[src/hw/interval_counter_map.svh]
// constants for the interval counter channel (modes 3 to 5)
// Operation
// - square wave loads count on next pulse
// - square wave new count waits; trigger loads early
// - square wave untriggered count loads at half-cycle
// - even count: load, minus two, flip, reload
// - odd count: load minus one, asymmetric halves
// - odd count high (N+1)/2, low (N-1)/2
// - square wave output starts high
// - software strobe idles high, one-pulse low strobe
// - software strobe starts on count write
// - gate high counts, low halts, output unaffected
// - software strobe: load pulse, strobe N+1 later
// - software strobe rewrite loads next pulse
// - first byte ignored, second byte loads
// - hardware strobe starts on gate rising edge
// - hardware strobe: load pulse, strobe N+1 later
// - every trigger reloads and restarts
// - hardware strobe rewrite waits for trigger
// - gate sampled on every count clock rise
// - square wave period is N pulses
// - trigger is gate rise; pulse is clock rise
`ifndef INTERVAL_COUNTER_MAP_SVH
`define INTERVAL_COUNTER_MAP_SVH
`define IC_CNT_W        16
`define IC_CNT_ZERO     16'h0000
`define IC_CNT_ONE      16'h0001
`define IC_CNT_TWO      16'h0002
`define IC_MODE_SQUARE  2'h0
`define IC_MODE_SW_STB  2'h1
`define IC_MODE_HW_STB  2'h2
`define IC_LSB_LO       0
`define IC_LSB_HI       7
`define IC_MSB_LO       8
`define IC_MSB_HI       15
`endif

[src/hw/interval_counter_pkg.sv]
// types shared by the interval counter channel
`include "interval_counter_map.svh"
package interval_counter_pkg;
  typedef logic [1:0] mode_t;
  typedef struct packed {
    logic       wr_ctrl;
    mode_t      mode;
    logic       two_byte;
    logic       wr_byte;
    logic [7:0] data;
  } cpu_wr_t;
endpackage : interval_counter_pkg

[src/hw/ic_edge_detect.sv]
// samples a level on each count-clock rise and flags rising edges
`timescale 1ns/1ps
`default_nettype none
module ic_edge_detect (
  // clock and reset
  input  wire logic i_core_clk,
  input  wire logic i_sys_rst,
  // sampling
  input  wire logic i_sample_en,
  input  wire logic i_level,
  output logic      o_rise,
  output logic      o_level_r
);
  typedef struct packed {
    logic prev;
    logic rise;
  } ed_state_t;
  ed_state_t st_r;
  ed_state_t st_nxt;
  always_comb begin
    st_nxt = st_r;
    st_nxt.rise = 1'b0;
    if (i_sample_en) begin
      st_nxt.rise = i_level & ~st_r.prev;
      st_nxt.prev = i_level;
    end
  end
  always_ff @(posedge i_core_clk or posedge i_sys_rst) begin
    if (i_sys_rst) begin
      st_r <= '0;
    end else begin
      st_r <= st_nxt;
    end
  end
  assign o_rise    = st_r.rise;
  assign o_level_r = st_r.prev;
endmodule : ic_edge_detect
`default_nettype wire

[src/hw/ic_count_writer.sv]
// assembles one- or two-byte counts into the count holding register
`timescale 1ns/1ps
`default_nettype none
`include "interval_counter_map.svh"
module ic_count_writer
  import interval_counter_pkg::*;
(
  // clock and reset
  input  wire logic                 i_core_clk,
  input  wire logic                 i_sys_rst,
  // cpu writes
  input  wire interval_counter_pkg::cpu_wr_t i_wr,
  // assembled count
  output logic [`IC_CNT_W-1:0]      o_count_holding_register,
  output logic                      o_count_done
);
  typedef struct packed {
    logic [`IC_CNT_W-1:0] chr;
    logic                 two_byte;
    logic                 hi_next;
    logic                 done;
  } cw_state_t;
  cw_state_t st_r;
  cw_state_t st_nxt;
  always_comb begin
    st_nxt = st_r;
    st_nxt.done = 1'b0;
    if (i_wr.wr_ctrl) begin
      st_nxt.two_byte = i_wr.two_byte;
      st_nxt.hi_next  = 1'b0;
    end else if (i_wr.wr_byte) begin
      if (!st_r.two_byte) begin
        st_nxt.chr  = {8'h00, i_wr.data};
        st_nxt.done = 1'b1;
      end else if (!st_r.hi_next) begin
        st_nxt.chr[`IC_LSB_HI:`IC_LSB_LO] = i_wr.data;
        st_nxt.hi_next = 1'b1;
      end else begin
        st_nxt.chr[`IC_MSB_HI:`IC_MSB_LO] = i_wr.data;
        st_nxt.hi_next = 1'b0;
        st_nxt.done    = 1'b1;
      end
    end
  end
  always_ff @(posedge i_core_clk or posedge i_sys_rst) begin
    if (i_sys_rst) begin
      st_r <= '0;
    end else begin
      st_r <= st_nxt;
    end
  end
  assign o_count_holding_register = st_r.chr;
  assign o_count_done             = st_r.done;
endmodule : ic_count_writer
`default_nettype wire

[src/hw/interval_counter.sv]
// one interval counter channel: square wave, software and hardware strobes
`timescale 1ns/1ps
`default_nettype none
`include "interval_counter_map.svh"
module interval_counter
  import interval_counter_pkg::*;
(
  // clock and reset
  input  wire logic                          i_core_clk,
  input  wire logic                          i_sys_rst,
  // cpu write port
  input  wire interval_counter_pkg::cpu_wr_t i_wr,
  // counter pins
  input  wire logic                          i_cnt_clk_en,
  input  wire logic                          i_gate,
  output logic                               o_out,
  // status
  output logic [`IC_CNT_W-1:0]               o_count,
  output logic                               o_null_count
);
  import interval_counter_pkg::*;

  typedef struct packed {
    mode_t                mode;
    logic                 programmed;
    logic                 running;
    logic                 load_pend;
    logic                 new_pend;
    logic                 trig_pend;
    logic                 out;
    logic                 odd_low_pend;
    logic [`IC_CNT_W-1:0] ce;
    logic [`IC_CNT_W-1:0] init;
    // count that governs the running square wave; init may already hold a newer one
    logic [`IC_CNT_W-1:0] cur;
  } ch_state_t;

  ch_state_t            st_r;
  ch_state_t            st_nxt;
  logic [`IC_CNT_W-1:0] chr;
  logic                 count_done;
  logic                 trig;
  logic                 pulse;

  // load value for square wave: odd counts drop to even
  function automatic logic [`IC_CNT_W-1:0] sq_load(input logic [`IC_CNT_W-1:0] n);
    sq_load = {n[`IC_CNT_W-1:1], 1'b0};
  endfunction : sq_load

  ic_count_writer u_writer (
    .i_core_clk               (i_core_clk),
    .i_sys_rst                (i_sys_rst),
    .i_wr                     (i_wr),
    .o_count_holding_register (chr),
    .o_count_done             (count_done)
  );

  ic_edge_detect u_gate (
    .i_core_clk  (i_core_clk),
    .i_sys_rst   (i_sys_rst),
    .i_sample_en (i_cnt_clk_en),
    .i_level     (i_gate),
    .o_rise      (trig),
    .o_level_r   ()
  );

  // the edge detector reports a trigger one cycle after its sample, so
  // the pending flag carries it to the next count-clock pulse
  assign pulse = i_cnt_clk_en;

  // a pulse is never lost to a count write in the same cycle, and a trigger
  // that meets its own consumption is kept: the set comes last and wins
  always_comb begin
    st_nxt = st_r;
    if (i_wr.wr_ctrl) begin
      st_nxt            = '0;
      st_nxt.mode       = i_wr.mode;
      st_nxt.programmed = 1'b1;
      st_nxt.out        = 1'b1;
      st_nxt.ce         = st_r.ce;
    end else begin
      if (pulse && st_r.programmed) begin
        case (st_r.mode)
          `IC_MODE_SQUARE: begin
            if (st_r.load_pend || (st_r.trig_pend && st_r.new_pend)) begin
              st_nxt.ce           = sq_load(st_r.init);
              st_nxt.cur          = st_r.init;
              st_nxt.running      = 1'b1;
              st_nxt.load_pend    = 1'b0;
              st_nxt.new_pend     = 1'b0;
              st_nxt.trig_pend    = 1'b0;
              st_nxt.odd_low_pend = 1'b0;
            end else if (st_r.running && i_gate) begin
              st_nxt.trig_pend = 1'b0;
              if (st_r.odd_low_pend) begin
                // odd count: the high half ends one pulse after expiry, then a full reload
                st_nxt.out          = 1'b0;
                st_nxt.odd_low_pend = 1'b0;
                st_nxt.cur          = st_r.init;
                st_nxt.ce           = sq_load(st_r.init);
                st_nxt.new_pend     = 1'b0;
              end else if (st_r.ce <= `IC_CNT_TWO) begin
                if (st_r.cur[0] && st_r.out) begin
                  st_nxt.odd_low_pend = 1'b1;
                  st_nxt.ce           = `IC_CNT_ZERO;
                end else begin
                  // half-cycle done: a count written meanwhile takes effect here
                  st_nxt.out      = ~st_r.out;
                  st_nxt.cur      = st_r.init;
                  st_nxt.ce       = sq_load(st_r.init);
                  st_nxt.new_pend = 1'b0;
                end
              end else begin
                st_nxt.ce = st_r.ce - `IC_CNT_TWO;
              end
            end
          end
          `IC_MODE_SW_STB: begin
            st_nxt.out = 1'b1;
            if (st_r.load_pend) begin
              st_nxt.ce        = st_r.init;
              st_nxt.running   = 1'b1;
              st_nxt.load_pend = 1'b0;
              st_nxt.new_pend  = 1'b0;
            end else if (st_r.running && i_gate) begin
              if (st_r.ce == `IC_CNT_ONE) begin
                st_nxt.out     = 1'b0;
                st_nxt.running = 1'b0;
              end
              st_nxt.ce = st_r.ce - `IC_CNT_ONE;
            end
          end
          `IC_MODE_HW_STB: begin
            st_nxt.out = 1'b1;
            if (st_r.trig_pend) begin
              st_nxt.ce        = st_r.init;
              st_nxt.running   = 1'b1;
              st_nxt.trig_pend = 1'b0;
              st_nxt.new_pend  = 1'b0;
            end else if (st_r.running) begin
              if (st_r.ce == `IC_CNT_ONE) begin
                st_nxt.out     = 1'b0;
                st_nxt.running = 1'b0;
              end
              st_nxt.ce = st_r.ce - `IC_CNT_ONE;
            end
          end
          default: begin
            st_nxt.out = 1'b1;
          end
        endcase
      end
      if (count_done) begin
        st_nxt.init     = chr;
        st_nxt.new_pend = 1'b1;
        case (st_r.mode)
          `IC_MODE_SQUARE: begin
            if (!st_r.running) begin
              st_nxt.load_pend = 1'b1;
            end else begin
              st_nxt.trig_pend = 1'b0;
            end
          end
          `IC_MODE_SW_STB: begin
            st_nxt.load_pend = 1'b1;
          end
          default: begin
          end
        endcase
      end
      if (trig && st_r.mode != `IC_MODE_SW_STB) begin
        st_nxt.trig_pend = 1'b1;
      end
    end
  end

  always_ff @(posedge i_core_clk or posedge i_sys_rst) begin
    if (i_sys_rst) begin
      st_r     <= '0;
      st_r.out <= 1'b1;
    end else begin
      st_r <= st_nxt;
    end
  end

  assign o_out        = st_r.out;
  assign o_count      = st_r.ce;
  assign o_null_count = st_r.new_pend;
endmodule : interval_counter
`default_nettype wire

[config.mk]
export PLATFORM = sky130hd
export DESIGN_NAME = interval_counter
export DESIGN_NICKNAME = d
export VERILOG_FILES = /design/src/hw/interval_counter_pkg.sv /design/src/hw/ic_edge_detect.sv /design/src/hw/ic_count_writer.sv /design/src/hw/interval_counter.sv
export VERILOG_INCLUDE_DIRS = /design/src /design/src/hw
export SDC_FILE = /design/constraint.sdc
export NUM_CORES = 1
export LEC_CHECK = 0
export ABC_AREA = 1
export BUFFER_PORTS_ARGS = -buffer_cell sky130_fd_sc_hd__buf_2
export CORE_MARGIN = 2
export CORE_UTILIZATION = 60
export DETAILED_ROUTE_END_ITERATION = 8
export MAX_ROUTING_LAYER = met4
export PLACE_DENSITY = 0.81
export SLEW_MARGIN = 40
export SYNTH_ARGS = -nofsm -noshare
export SYNTH_HDL_FRONTEND = slang
export SYNTH_SLANG_ARGS = --single-unit
[constraint.sdc]
create_clock -name i_core_clk -period 2.2 [get_ports i_core_clk]
set_input_delay 0.22 -clock i_core_clk [delete_from_list [all_inputs] [get_ports i_core_clk]]
set_output_delay 0.22 -clock i_core_clk [all_outputs]
set_load 0.03 [all_outputs]
Word level (Yosys, flattened, before mapping). Cells that the tools add are included.

RAM bits: 0. Latch bits: 0. Memory bits (read-only): 0. Memories kept: 0. Input port bits: 17. Register bits: 63.

$mul: 0. Multiplexer cells: 64. Add/subtract/negate cells: 2. Shifts and indexed selects: 0. Bitwise gates (word level): 4. Eq/ne operators: 22. $lt $le $gt $ge: 1. Divide/modulo/power cells: 0. Reduce and logical (&&, ||, !) cells: 27.

Operators with widths (number): 16-bit two-way mux (15); 54-bit two-way mux (1); 16-bit one-hot mux with 3 select lines (1); 1-bit two-way mux (29); 22-bit two-way mux (1); 20-bit two-way mux (1); 4-bit != test (second input constant) (5); 18-bit two-way mux (1); 3-bit != test (second input constant) (6); 17-bit two-way mux (1); 16-bit by 1-bit equality test with 1-bit output (second input constant) (1); 16-bit by 2-bit less-or-equal comparator with 1-bit output (second input constant) (1); 8-bit two-way mux (2); 16-bit by 1-bit subtractor with 16-bit output (second input constant) (1); 16-bit by 2-bit subtractor with 16-bit output (second input constant) (1); 5-bit AND reduction (3); 6-bit by 5-bit != test with 1-bit output (second input constant) (2); 2-bit two-way mux (5); 2-bit nonzero test (5); 1-bit one-hot mux with 3 select lines (3); 3-bit AND reduction (3); 3-bit nonzero test (3); 4-bit by 3-bit != test with 1-bit output (second input constant) (2); 4-bit nonzero test (2); other kinds (16) (25).

Logic depth before layout (Yosys ltp). Gate-level depths: netlist (run 1).

Depth in word-level cells: 13. Depth in mapped cells: 13.

Hierarchy. A second synthesis (run 1) with hierarchy kept.

Cells, all modules: 639. Area total of the unflattened synthesis: 4445.5 µm².

By module, submodules not included: interval_counter (cells an instance 529, instances 1, area each 3468.3 µm², seq. area each 1052.3 µm²); ic_count_writer (cells an instance 102, instances 1, area each 902.1 µm², seq. area each 475.5 µm²); ic_edge_detect (cells an instance 8, instances 1, area each 75.1 µm², seq. area each 50.0 µm²).

Least setup slack after synthesis (run 1). OpenSTA, ideal clock, no wires.

Kind: reg2reg. From: register st_r, in the netlist o_count[1]. To: register st_r, in the netlist o_count[11]. Path buffers: 0. Arrival time: 1.626 ns. Required time: 2.135 ns. Path slack: 0.509 ns. Stages on the path, launching flop included: 11. Period minus slack after synthesis: 1.691 ns. Cells stage by stage: dfrtp_1 inv_1 ha_1 nand3_2 nor2_2 nand2_1 o21ai_0 nand3_1 a21oi_1 nand2_1 nand2_1.

Longest elaborated chain between the ends: 6. Elaborated cells between the ends (all ways): 12.

RTL lines: start: declaration (line interval_counter.sv:38) `ch_state_t st_r;`; start signal: assignment (line interval_counter.sv:182) `st_r <= st_nxt;`; 16-bit by 2-bit subtractor with 16-bit output (no line) or 16-bit by 2-bit less-or-equal comparator with 1-bit output (tied branches); 16-bit two-way mux (line interval_counter.sv:102) `` end else if (st_r.ce <= `IC_CNT_TWO) begin ``; 18-bit two-way mux (line interval_counter.sv:95) `if (st_r.odd_low_pend) begin`; 20-bit two-way mux (line interval_counter.sv:93) `end else if (st_r.running && i_gate) begin`; 17-bit two-way mux (line interval_counter.sv:85) `if (st_r.load_pend || (st_r.trig_pend && st_r.new_pend)) begin`; 16-bit one-hot mux with 3 select lines (*) (line interval_counter.sv:83) `case (st_r.mode)`.

Every way passes the cells marked *; elsewhere a longest branch is shown, timed or not. The select of a mux whose other input is x is not followed. A chain may end at the register's enable or synchronous reset.

Final worst setup path (run 1). Same ends and word-level chain as after synthesis.

==> results by group, run 1 <==
STA
  – Max-slew violations: 0
  – RSZ-0062 raised after global routing: no
  – Fin crit share: 87.70%
  – Worst slew pin tran: 0.5701 ns
  – Worst Clk Skew: 0.01498 ns
  – Shortest period the worst path allows: 1.929 ns
  – Final Hold Vio Count: 0
  – Setup_tns: 0 ns
  – Finish-stage setup viols: 0
  – Fmax: 0.5183 GHz
  – Rel. slew slack: 61.94%

Worst hold path
  – Worst min-delay path class: input port to flip-flop

Routing
  – DRC violations left: 0
  – Mean routed wirelength per cell: 14.26 µm
  – Detailed-route wire length: 9999 µm
  – Routed Antenna Nets: 0
  – Total number of vias: 3,946
  – 1st-iter DRT viols: 418
  – First-pass iteration count of the detailed router: 6
  – Vias per inst: 5.629

GRT
  – Initial antenna violation count: 0
  – Total GRT Usage: 28.95%
  – Pin count of the biggest net entering global routing: 39
  – First-pass GRT wire length: 16,920 µm
  – GRT overflow: 0
  – Vias in the first global route: 3,623

Power
  – Power Density: 1075 nW/µm²
  – Clk pwr share: 20.0%
  – Worst VDD drop: 0.5052 mV
  – Comb pwr share: 46.1%
  – Leakage: 2.304 nW
  – Switching Share: 48.84%
  – P_int: 2.473 mW
  – Sw Pwr: 2.361 mW
  – Sequential Power Share: 33.9%

Clocking
  – CTS Buf Count: 9
  – CTS root buf: clkbuf_8
  – Clock Pin Slew Worst Setup and Hold Paths: 0.09 ns
  – Setup Fix Bufs, Post-CTS: 0
  – Sink Count: 63
  – CTS max path bufs: 2
  – TritonCTS clock tree: yes
  – H-tree depth: 3
  – Worst-skew pair later-pin latency: 0.35 ns

Critical path
  – Crit-path cells: inv_1 -> ha_1 -> nand3_2 -> inv_1 -> nand2_1 -> nor2_1 -> nand2_1 -> nand2_1 -> nor2_1 -> nor2_1 -> nand2_1 -> nand2_1 -> nand2_1
  – Critical path arrival: 2.18 ns
  – CP max stage delay: 0.42 ns
  – Crit. End Element: flip-flop
  – Crit start category: flip-flop
  – Worst Setup Path Type: flip-flop to flip-flop
  – CP Max Fanout: 6
  – Req. time, crit path: 2.45 ns
  – Critical-path top delay cell: dfrtp_1
  – Cell seen most often among critical-path stages: nand2_1

Yosys
  – Xor/xnor cell area share of the yosys netlist: 1.465%
  – Register bit total from synthesis: 63
  – Library cells used by synthesis: 37
  – Largest family of logic cells by synthesized area: simple AND/OR/NAND/NOR gates
  – Post-Syn Area: 4185 µm²
  – Mux contribution to synthesized area: 0%
  – Synthesized instance count: 596
  – Simple-gate area share of the yosys netlist: 30.94%
  – Synth warn: 0
  – EDFF count, synth: 0
  – Post-Synth Adder-Cell Area: 2.990%
  – Register area share after synthesis: 37.70%
  – Syn avg cell area: 7.022 µm²
  – Async SR Flop Fraction: 100.0%
  – Post-synth top area share: 37.07%
  – Synth Area in Compound Gates: 13.18%
  – Area leader, netlist: dfrtp_1
  – Largest cells by area after synthesis: dfrtp_1 37%, nand2_1 14%, inv_1 7.6%, nand3_1 5.1%, o21ai_0 4.5%
  – Top FF cell, synth: dfrtp_1
  – Post-synth net total: 623

Placed design
  – Port-buffer cells: 34
  – Cell total after placement: 684
  – DP HPWL: 7021 µm
  – Placer Congestion: 0.9554

Cells and area
  – Post-layout nets: 643
  – Antenna diodes: 0
  – Layout cells sized above 1: 16.43%
  – Core Util, Final: 66.56%
  – Non-filler cells, final: 701
  – Syn-to-layout area delta: 7.444%

Die
  – DIE HEIGHT: 87.52 µm
  – Row count: 30
  – Initial core utilization: 61.94%
  – Die width: 87.52 µm
  – Die area: 7660 µm²
  – Core ar.: 6756 µm²
  – I/O pins: 35

Outcome
  – Run status: finished, final reports clean

Flow run
  – Max Cap Viol: 0
synth_stat cells, types with 3 or more instances:
| master | n |
|---|---|
| xnor2_1 | 3 |
| nand2_2 | 16 |
| clkbuf_1 | 11 |
| nand4_1 | 7 |
| nand3_2 | 5 |
| nand3_1 | 43 |
| inv_2 | 6 |
| xor2_1 | 4 |
| o21ai_1 | 5 |
| nand2_1 | 153 |
| dfrtp_1 | 62 |
| nor2_1 | 45 |
| inv_1 | 85 |
| nand3b_1 | 4 |
| o22ai_1 | 17 |
| buf_4 | 18 |
| nor2_2 | 8 |
| ha_1 | 10 |
| a21oi_1 | 34 |
| o21ai_0 | 38 |
routing by layer:
metal | wire (µm) | global-route usage [%]
met1 | 4456 | 38.85
met2 | 4637 | 45.32
met3 | 727 | 3.981
met4 | 178 | 9.650
met5 | 0 | -
logic make-up (layout without fill, tap and decap cells):
family	count (synthesis)	count (layout)
AO/OA/AOI/OAI	101	101
adder cells (fa/ha/maj)	10	10
AND/OR/NAND/NOR	289	289
XOR/XNOR	7	7
flip-flops	63	63
buffers and inverters	126	151
per-stage QoR:
stage / power [mW] / cell area, µm² / setup WS [ns] / hold WS [ns]
final: 4.835 / 4497 / 0.2707 / 0.07456
after CTS: 4.783 / 4492 / 0.2877 / 0.07473
after global placement: 3.769 / 4303 / 0.3631 / 0.3118
after floorplan: 3.476 / 4185 / 0.4119 / 0.3146
after detailed placement: 3.826 / 4303 / 0.2996 / 0.3196
after global routing: 5.195 / 4497 / 0.02760 / 0.09537
flip-flops by register name, summed over array words and instances, names as in the netlist:
name / flops
st_r: 24
o_count: 16
u_writer.o_count_holding_register: 16
u_writer.st_r: 2
o_null_count: 1
o_out: 1
u_gate.o_level_r: 1
u_gate.o_rise: 1
u_writer.o_count_done: 1
path summary, 6_finish.rpt:
path | start | end | slack [ns] | cells past startpoint
min in group asynchronous | i_sys_rst | st_r[53]$_DFFE_PP0P_ | 0.48 | 3
setup reg to reg | o_count[1]$_DFFE_PP0P_ | o_count[11]$_DFFE_PP0P_ | 0.27 | 13
hold reg to reg | u_gate.o_level_r$_DFFE_PP0P_ | u_gate.o_rise$_DFF_PP0_ | 0.44 | 1
max in group asynchronous | i_sys_rst | st_r[20]$_DFFE_PP0P_ | 1.13 | 4
setup / recovery | o_count[1]$_DFFE_PP0P_ | o_count[11]$_DFFE_PP0P_ | 0.27 | 13
hold / removal | i_wr[10] | st_r[55]$_DFFE_PP0P_ | 0.07 | 3
power groups by stage:
stage                     Sequential (mW)  Clock, mW  Combinational (mW)
after floorplan                      1.59          0                1.89
after global placement               1.64          0                2.13
after detailed placement             1.65          0                2.17
after CTS                            1.63      0.962                2.19
after global routing                 1.67       1.02                2.51
final                                1.64      0.965                2.23
cell type report:
| cell class | instances | area, µm² |
|---|---|---|
| Tap cell | 80 | 100.1 |
| Clock inverter | 7 | 55.05 |
| Clock buffer | 9 | 123.9 |
| Fill cell | 593 | 2260 |
| Inverter | 91 | 341.6 |
| Timing Repair Buffer | 44 | 260.3 |
| Multi-Input combinational cell | 407 | 2038 |
| Sequential cell | 63 | 1578 |
critical path, delay by kind of cell (launching register included):
kind	cells	cell delay, ns
and+or+nand+nor	10	0.83
DFF	1	0.42
buffers and inverters	2	0.31
adders and majority gates	1	0.28
layout by cell type (no fill, tap or decap), types with 3 or more instances in the layout:
| cell type | instances |
|---|---|
| nand3_2 | 5 |
| nand4_1 | 7 |
| inv_2 | 7 |
| nand3b_1 | 4 |
| nor2_2 | 7 |
| nand2_2 | 16 |
| xor2_1 | 4 |
| o22ai_1 | 17 |
| o21ai_0 | 38 |
| nand2_1 | 153 |
| inv_1 | 84 |
| xnor2_1 | 3 |
| buf_4 | 8 |
| o21ai_1 | 5 |
| dfrtp_1 | 62 |
| inv_6 | 3 |
| nor2_1 | 45 |
| nor2_4 | 3 |
| ha_1 | 10 |
| clkbuf_8 | 9 |
| buf_2 | 34 |
| a21oi_1 | 34 |
| nand3_1 | 43 |
repair_timing:
action / 4_1_cts / 5_1_grt
setup endpoints to repair: 0 / 1
hold buffers: 1 / 0
resized for setup: 0 / 1
hold endpoints to repair: 24 / 0
No activity file was read; power rests on OpenSTA's default activity.
==> run 2: changes to the inputs <==
--- a/config.mk
+++ b/config.mk
@@ -8,11 +8,14 @@
 export LEC_CHECK = 0
 export ABC_AREA = 1
 export BUFFER_PORTS_ARGS = -buffer_cell sky130_fd_sc_hd__buf_2
+export CELL_PAD_IN_SITES_DETAIL_PLACEMENT = 2
+export CELL_PAD_IN_SITES_GLOBAL_PLACEMENT = 2
 export CORE_MARGIN = 2
-export CORE_UTILIZATION = 60
+export CORE_UTILIZATION = 34
 export DETAILED_ROUTE_END_ITERATION = 8
 export MAX_ROUTING_LAYER = met4
 export PLACE_DENSITY = 0.81
+export REMOVE_ABC_BUFFERS = 1
 export SLEW_MARGIN = 40
 export SYNTH_ARGS = -nofsm -noshare
 export SYNTH_HDL_FRONTEND = slang
==> results by group, run 2 (synthesis gave the netlist of run 1 again) <==
Die
  – Die area: 13,210 µm² (+73%)
  – Row count: 40 (+33%)
  – Die width: 115.0 µm (+31%)
  – Core ar.: 12,010 µm² (+78%)
  – DIE HEIGHT: 115.0 µm (+31%)
  – I/O pins: 35 (unchanged)
  – Initial core utilization: 34.84% (-27 points)

Power
  – Leakage: 2.386 nW (+3.5%)
  – Worst VDD drop: 0.4268 mV (-16%)
  – Power Density: 1202 nW/µm² (+12%)

STA
  – Worst Clk Skew: 0.01092 ns (-0.004068 ns)
  – RSZ-0062 raised after global routing: no
  – Shortest period the worst path allows: 1.995 ns (+0.06585 ns)
  – Worst slew pin tran: 0.5209 ns (-0.04919 ns)
  – Fmax: 0.5012 GHz (-3.3%)
  – Rel. slew slack: 65.22% (+3.3 points)
  – Setup_tns: 0 ns (unchanged)
  – Max-slew violations: 0 (unchanged)
  – Final Hold Vio Count: 0 (unchanged)
  – Finish-stage setup viols: 0 (unchanged)
  – Fin crit share: 90.69% (+3.0 points)
  – Crit path setup slack, layout: 0.2048 ns (-0.06585 ns)

Routing
  – Detailed-route wire length: 14,110 µm (+41%)
  – Vias per inst: 5.211 (-7.4%)
  – Total number of vias: 4,007 (+1.5%)
  – 1st-iter DRT viols: 173 (-59%)
  – Mean routed wirelength per cell: 18.34 µm (+29%)
  – First-pass iteration count of the detailed router: 4 (-2)
  – Routed Antenna Nets: 0 (unchanged)
  – DRC violations left: 0 (unchanged)

Critical path
  – Crit start category: flip-flop
  – Crit. End Element: flip-flop
  – Reg2reg setup slack: 0.20 ns (-0.07 ns)
  – Worst R2R End: o_count[2]$_DFFE_PP0P_
  – CP Max Fanout: 13 (+7)
  – Crit Reg-Reg Startpoint: o_count[0]$_DFFE_PP0P_
  – Worst Setup Path Type: flip-flop to flip-flop
  – Cells on worst reg2reg path: 11 (-2)
  – Critical path arrival: 2.28 ns (+0.10 ns)
  – Req. time, crit path: 2.48 ns (+0.03 ns)

GRT
  – Pin count of the biggest net entering global routing: 45 (+15%)
  – GRT overflow: 0 (unchanged)
  – First-pass GRT wire length: 23,690 µm (+40%)
  – Initial antenna violation count: 0 (unchanged)
  – Total GRT Usage: 23.65% (-5.3 points)
  – Vias in the first global route: 4,458 (+23%)

Worst hold path
  – Worst min-delay path class: input port to flip-flop
  – WHS Endpoint: u_writer.st_r[1]$_DFFE_PP0P_
  – Hold path startpoint: i_wr[8]
  – Hold Path Cell Cnt: 2 (-1)

Clocking
  – Clock Pin Slew Worst Setup and Hold Paths: 0.06 ns (-0.03 ns)
  – H-tree depth: 3 (unchanged)
  – CTS max path bufs: 2 (unchanged)
  – Worst-skew pair later-pin latency: 0.34 ns (about the same)
  – Sink Count: 63 (unchanged)
  – TritonCTS clock tree: yes
  – CTS Buf Count: 9 (unchanged)
  – CTS root buf: clkbuf_16

Cells and area
  – Design area: 4762 µm² (+5.9%)
  – Commonest non-fill, non-tap cell in the layout: nand2_1
  – Most frequent cells in the layout: 153 x nand2_1, 83 x inv_1, 62 x dfrtp_1, 45 x nor2_1, 43 x nand3_1
  – Layout cells sized above 1: 16.88% (+0.46 points)
  – Max FFs per register: 24 (unchanged)
  – Syn-to-layout area delta: 13.78%
  – Antenna diodes: 0 (unchanged)
  – Reg with most FFs: st_r
  – Post-layout nets: 646 (+0.47%)

Placed design
  – DP Worst Slack: 0.08954 ns (-0.2100 ns)
  – Port-buffer cells: 34 (unchanged)
  – Placed cell area: 4409 µm² (+2.5%)
  – Placer Congestion: 0.8783 (-8.1%)
  – DP HPWL: 10,210 µm (+45%)

Outcome
  – Run status: finished, final reports clean

Flow run
  – Max Cap Viol: 0 (unchanged)
-- run 2: cell count changes in the layout (fill, tap and decap cells not counted), sizes merged --
cell,change
clkinv,-2
clkinvlp,-1
bufinv,+2
inv,-3
clkbuf,+2
buf,+3
-- run 2: metrics by stage --
stage	std cells	hold slack, ns	power, mW	util (%)
6_report	769	0.09295	5.726	39.65
3_5_place_dp	754	0.2987	4.025	36.71
5_1_grt	769	0.1039	6.116	39.65
4_1_cts	769	0.08321	5.723	39.46
2_1_floorplan	561	0.2831	3.257	-
3_3_place_gp	754	0.2920	3.904	36.71
-- run 2: layer usage --
metal	vias up	wire length, µm	track usage [%]
met1	1989	6630	30.06
met2	64	6792	38.59
li1	1921	-	-
met4	0	317	8.675
met5	-	0	-
met3	33	365	3.110
-- run 2: worst max-delay path by stage --
stage	from	endpoint	slack [ns]
finish	o_count[0]$_DFFE_PP0P_	o_count[2]$_DFFE_PP0P_	0.20
global route	o_count[2]$_DFFE_PP0P_	o_count[11]$_DFFE_PP0P_	0.05
CTS	o_count[1]$_DFFE_PP0P_	o_count[11]$_DFFE_PP0P_	0.04
detailed placement	o_count[1]$_DFFE_PP0P_	o_count[11]$_DFFE_PP0P_	0.09
global placement	o_count[1]$_DFFE_PP0P_	o_count[15]$_DFFE_PP0P_	0.31
floorplan	st_r[55]$_DFFE_PP0P_	o_count[9]$_DFFE_PP0P_	0.21
-- run 2: area by class of cell --
class / instances / area, µm²
clock buffers: 11 / 252.7
flip-flops and latches: 63 / 1578
multi-input cells: 407 / 2056
clock inverters: 3 / 67.56
repair buffers: 47 / 282.8
well taps: 147 / 183.9
fillers: 1439 / 7249
inverters: 91 / 341.6
-- run 2: worst max-delay path, stage by stage (launching register included) --
cell     delay (ns)
dfrtp_1        0.47
inv_1          0.12
ha_1           0.24
nor2_1         0.22
nor2_4         0.08
nand2_2        0.14
nand3_4        0.21
o21ai_1        0.23
inv_1          0.08
nand2_1        0.06
nand2_1        0.05
nand2_1        0.05
-- run 2: power by group --
group	switching, mW	internal [mW]	leakage, nW
clock network	0.562	1.04	0.154
logic	1.72	0.740	1.41
registers	0.312	1.35	0.827
-- run 2: timing repair --
item,in CTS,in global routing
setup endpoints to repair,0,10
buffers inserted,0,0
hold endpoints to repair,18,0
hold buffers,1,0
gates resized for setup,0,5
==> run 3: changes to the inputs <==
==> constraint.sdc (replaced) <==
create_clock -name i_core_clk -period 2.2 [get_ports i_core_clk]
set_input_delay 0.22 -clock i_core_clk [delete_from_list [all_inputs] [get_ports i_core_clk]]
set_output_delay 0.22 -clock i_core_clk [all_outputs]
set_load 0.1 [all_outputs]
==> results by group, run 3 (synthesis gave the netlist of run 1 again) <==
STA
  – Finish-stage setup viols: 0 (unchanged)
  – Max-slew violations: 0 (unchanged)
  – Worst Clk Skew: 0.01177 ns (+0.0008577 ns)
  – Worst slew pin tran: 0.5227 ns (+0.001861 ns)
  – Crit path setup slack, layout: 0.2361 ns (+0.03126 ns)
  – Fmax: 0.5092 GHz (+1.6%)
  – Fin crit share: 89.27% (-1.4 points)
  – Rel. slew slack: 65.10% (-0.12 points)
  – RSZ-0062 raised after global routing: no
  – Final Hold Vio Count: 0 (unchanged)
  – Shortest period the worst path allows: 1.964 ns (-0.03126 ns)

Cells and area
  – Layout cells sized above 1: 16.85% (-0.027 points)
  – Commonest non-fill, non-tap cell in the layout: nand2_1
  – Reg with most FFs: st_r
  – Most frequent cells in the layout: 153 x nand2_1, 83 x inv_1, 62 x dfrtp_1, 45 x nor2_1, 43 x nand3_1
  – Max FFs per register: 24 (unchanged)
  – Syn-to-layout area delta: 13.27%
  – Design area: 4741 µm² (-0.45%)
  – Antenna diodes: 0 (unchanged)
  – Post-layout nets: 646 (unchanged)
  – Non-filler cells, final: 770 (+0.13%)

Critical path
  – Critical-path top delay cell: dfrtp_1
  – CP delay by family, top: simple AND/OR/NAND/NOR gates
  – Req. time, crit path: 2.48 ns (about the same)
  – CP bufs+invs: 1 (-1)
  – Worst Setup Path Type: flip-flop to flip-flop
  – CP max stage delay: 0.45 ns (-0.02 ns)
  – Crit-path cells: inv_1 -> ha_1 -> nor2_1 -> nor2_4 -> nand2_2 -> nand3_2 -> nor2_1 -> nor2_1 -> nand2_1 -> nand2_1 -> nand2_1
  – Critical path arrival: 2.25 ns (-0.03 ns)
  – Crit. End Element: flip-flop
  – CP Max Fanout: 13 (unchanged)
  – Crit start category: flip-flop

Power
  – Sw Pwr: 3.282 mW (+27%)
  – Power Density: 1344 nW/µm² (+12%)
  – P_int: 3.089 mW (-1.4%)
  – Switching Share: 51.52% (+6.2 points)
  – Worst VDD drop: 0.5563 mV (+30%)
  – Leakage: 2.377 nW (-0.34%)
  – Clk pwr share: 25.2% (-2.8 points)
  – Sequential Power Share: 25.9% (-3.1 points)
  – Overall power: 6.371 mW (+11%)
  – Comb pwr share: 48.9% (+5.9 points)

Die
  – Die width: 115.0 µm (unchanged)
  – Core ar.: 12,010 µm² (unchanged)
  – I/O pins: 35 (unchanged)
  – Die area: 13,210 µm² (unchanged)
  – Initial core utilization: 34.84% (unchanged)
  – Row count: 40 (unchanged)
  – DIE HEIGHT: 115.0 µm (unchanged)

Clocking
  – CTS max path bufs: 2 (unchanged)
  – TritonCTS clock tree: yes
  – Sink Count: 63 (unchanged)
  – CTS root buf: clkbuf_16
  – Clock Pin Slew Worst Setup and Hold Paths: 0.06 ns (about the same)
  – Setup Fix Bufs, Post-CTS: 0 (unchanged)
  – H-tree depth: 3 (unchanged)
  – CTS Buf Count: 9 (unchanged)
  – Worst-skew pair later-pin latency: 0.35 ns (about the same)

Placed design
  – Placed cell area: 4409 µm² (unchanged)
  – DP HPWL: 10,210 µm (about the same)
  – Placer Congestion: 0.8662 (-1.4%)
  – Port-buffer cells: 34 (unchanged)
  – Cell total after placement: 754 (unchanged)
  – DP Worst Slack: 0.1746 ns (+0.08501 ns)

Routing
  – 1st-iter DRT viols: 128 (-26%)
  – First-pass iteration count of the detailed router: 4 (unchanged)
  – DRC violations left: 0 (unchanged)
  – Vias per inst: 5.186 (-0.48%)
  – Routed Antenna Nets: 0 (unchanged)
  – Detailed-route wire length: 14,250 µm (+0.99%)
  – Mean routed wirelength per cell: 18.50 µm (+0.86%)
  – Total number of vias: 3,993 (-0.35%)

GRT
  – Pin count of the biggest net entering global routing: 45 (unchanged)
  – First-pass GRT wire length: 23,820 µm (+0.55%)
  – Initial antenna violation count: 0 (unchanged)
  – Total GRT Usage: 24.17% (+0.53 points)
  – GRT overflow: 0 (unchanged)
  – Vias in the first global route: 4,420 (-0.85%)

Worst hold path
  – Worst min-delay path class: input port to flip-flop

Flow run
  – Max Cap Viol: 0 (unchanged)

Outcome
  – Run status: finished, final reports clean
## run 3: worst paths after layout
check / endpoint / start / slack [ns] / cells past startpoint
worst max-delay path: o_count[6]$_DFFE_PP0P_ / o_count[0]$_DFFE_PP0P_ / 0.24 / 11
worst min-delay path: u_writer.st_r[1]$_DFFE_PP0P_ / i_wr[8] / 0.08 / 2
worst max register to register: o_count[6]$_DFFE_PP0P_ / o_count[0]$_DFFE_PP0P_ / 0.24 / 11
worst min register to register: u_gate.o_rise$_DFF_PP0_ / u_gate.o_level_r$_DFFE_PP0P_ / 0.46 / 1
max in group asynchronous: st_r[24]$_DFFE_PP0P_ / i_sys_rst / 1.12 / 4
min in group asynchronous: st_r[16]$_DFFE_PP0P_ / i_sys_rst / 0.45 / 3
## run 3: layout make-up
| type | count | area (µm²) |
|---|---|---|
| Timing Repair Buffer | 47 | 282.8 |
| Fill cell | 1450 | 7271 |
| Multi-Input combinational cell | 407 | 2033 |
| Sequential cell | 63 | 1578 |
| Clock inverter | 5 | 82.58 |
| Tap cell | 147 | 183.9 |
| Inverter | 91 | 341.6 |
| Clock buffer | 10 | 239.0 |
## run 3: per-layer routing
metal / part of all wire (%) / GRT usage, % / vias to the layer above
met5: 0 / - / -
met4: 1.4 / 8.032 / 0
met3: 2.6 / 3.163 / 14
met2: 49 / 39.61 / 47
met1: 47 / 30.97 / 2013
li1: - / - / 1919
## run 3: what timing repair did
| item | 4_1_cts | 5_1_grt |
|---|---|---|
| gates resized for setup | 0 | 1 |
| endpoints found under the hold margin | 18 | 0 |
| setup endpoints to repair | 0 | 5 |
| hold buffers | 1 | 0 |
## run 3: power by group through the flow
stage,combinational [mW],clock (mW),sequential [mW]
finish,3.12,1.60,1.65
CTS,3.13,1.64,1.65
global route,3.40,1.68,1.69
detailed placement,3.06,0,1.67
global placement,2.97,0,1.65
floorplan,1.41,0,2.56
## run 3: per-stage QoR
stage	setup TNS [ns]	hold WS, ns	util [%]
detailed placement	0	0.2945	36.71
finish	0	0.08164	39.47
floorplan	-1.259	0.2831	-
CTS	0	0.07489	39.47
global placement	0	0.2913	36.71
global route	0	0.09730	39.47
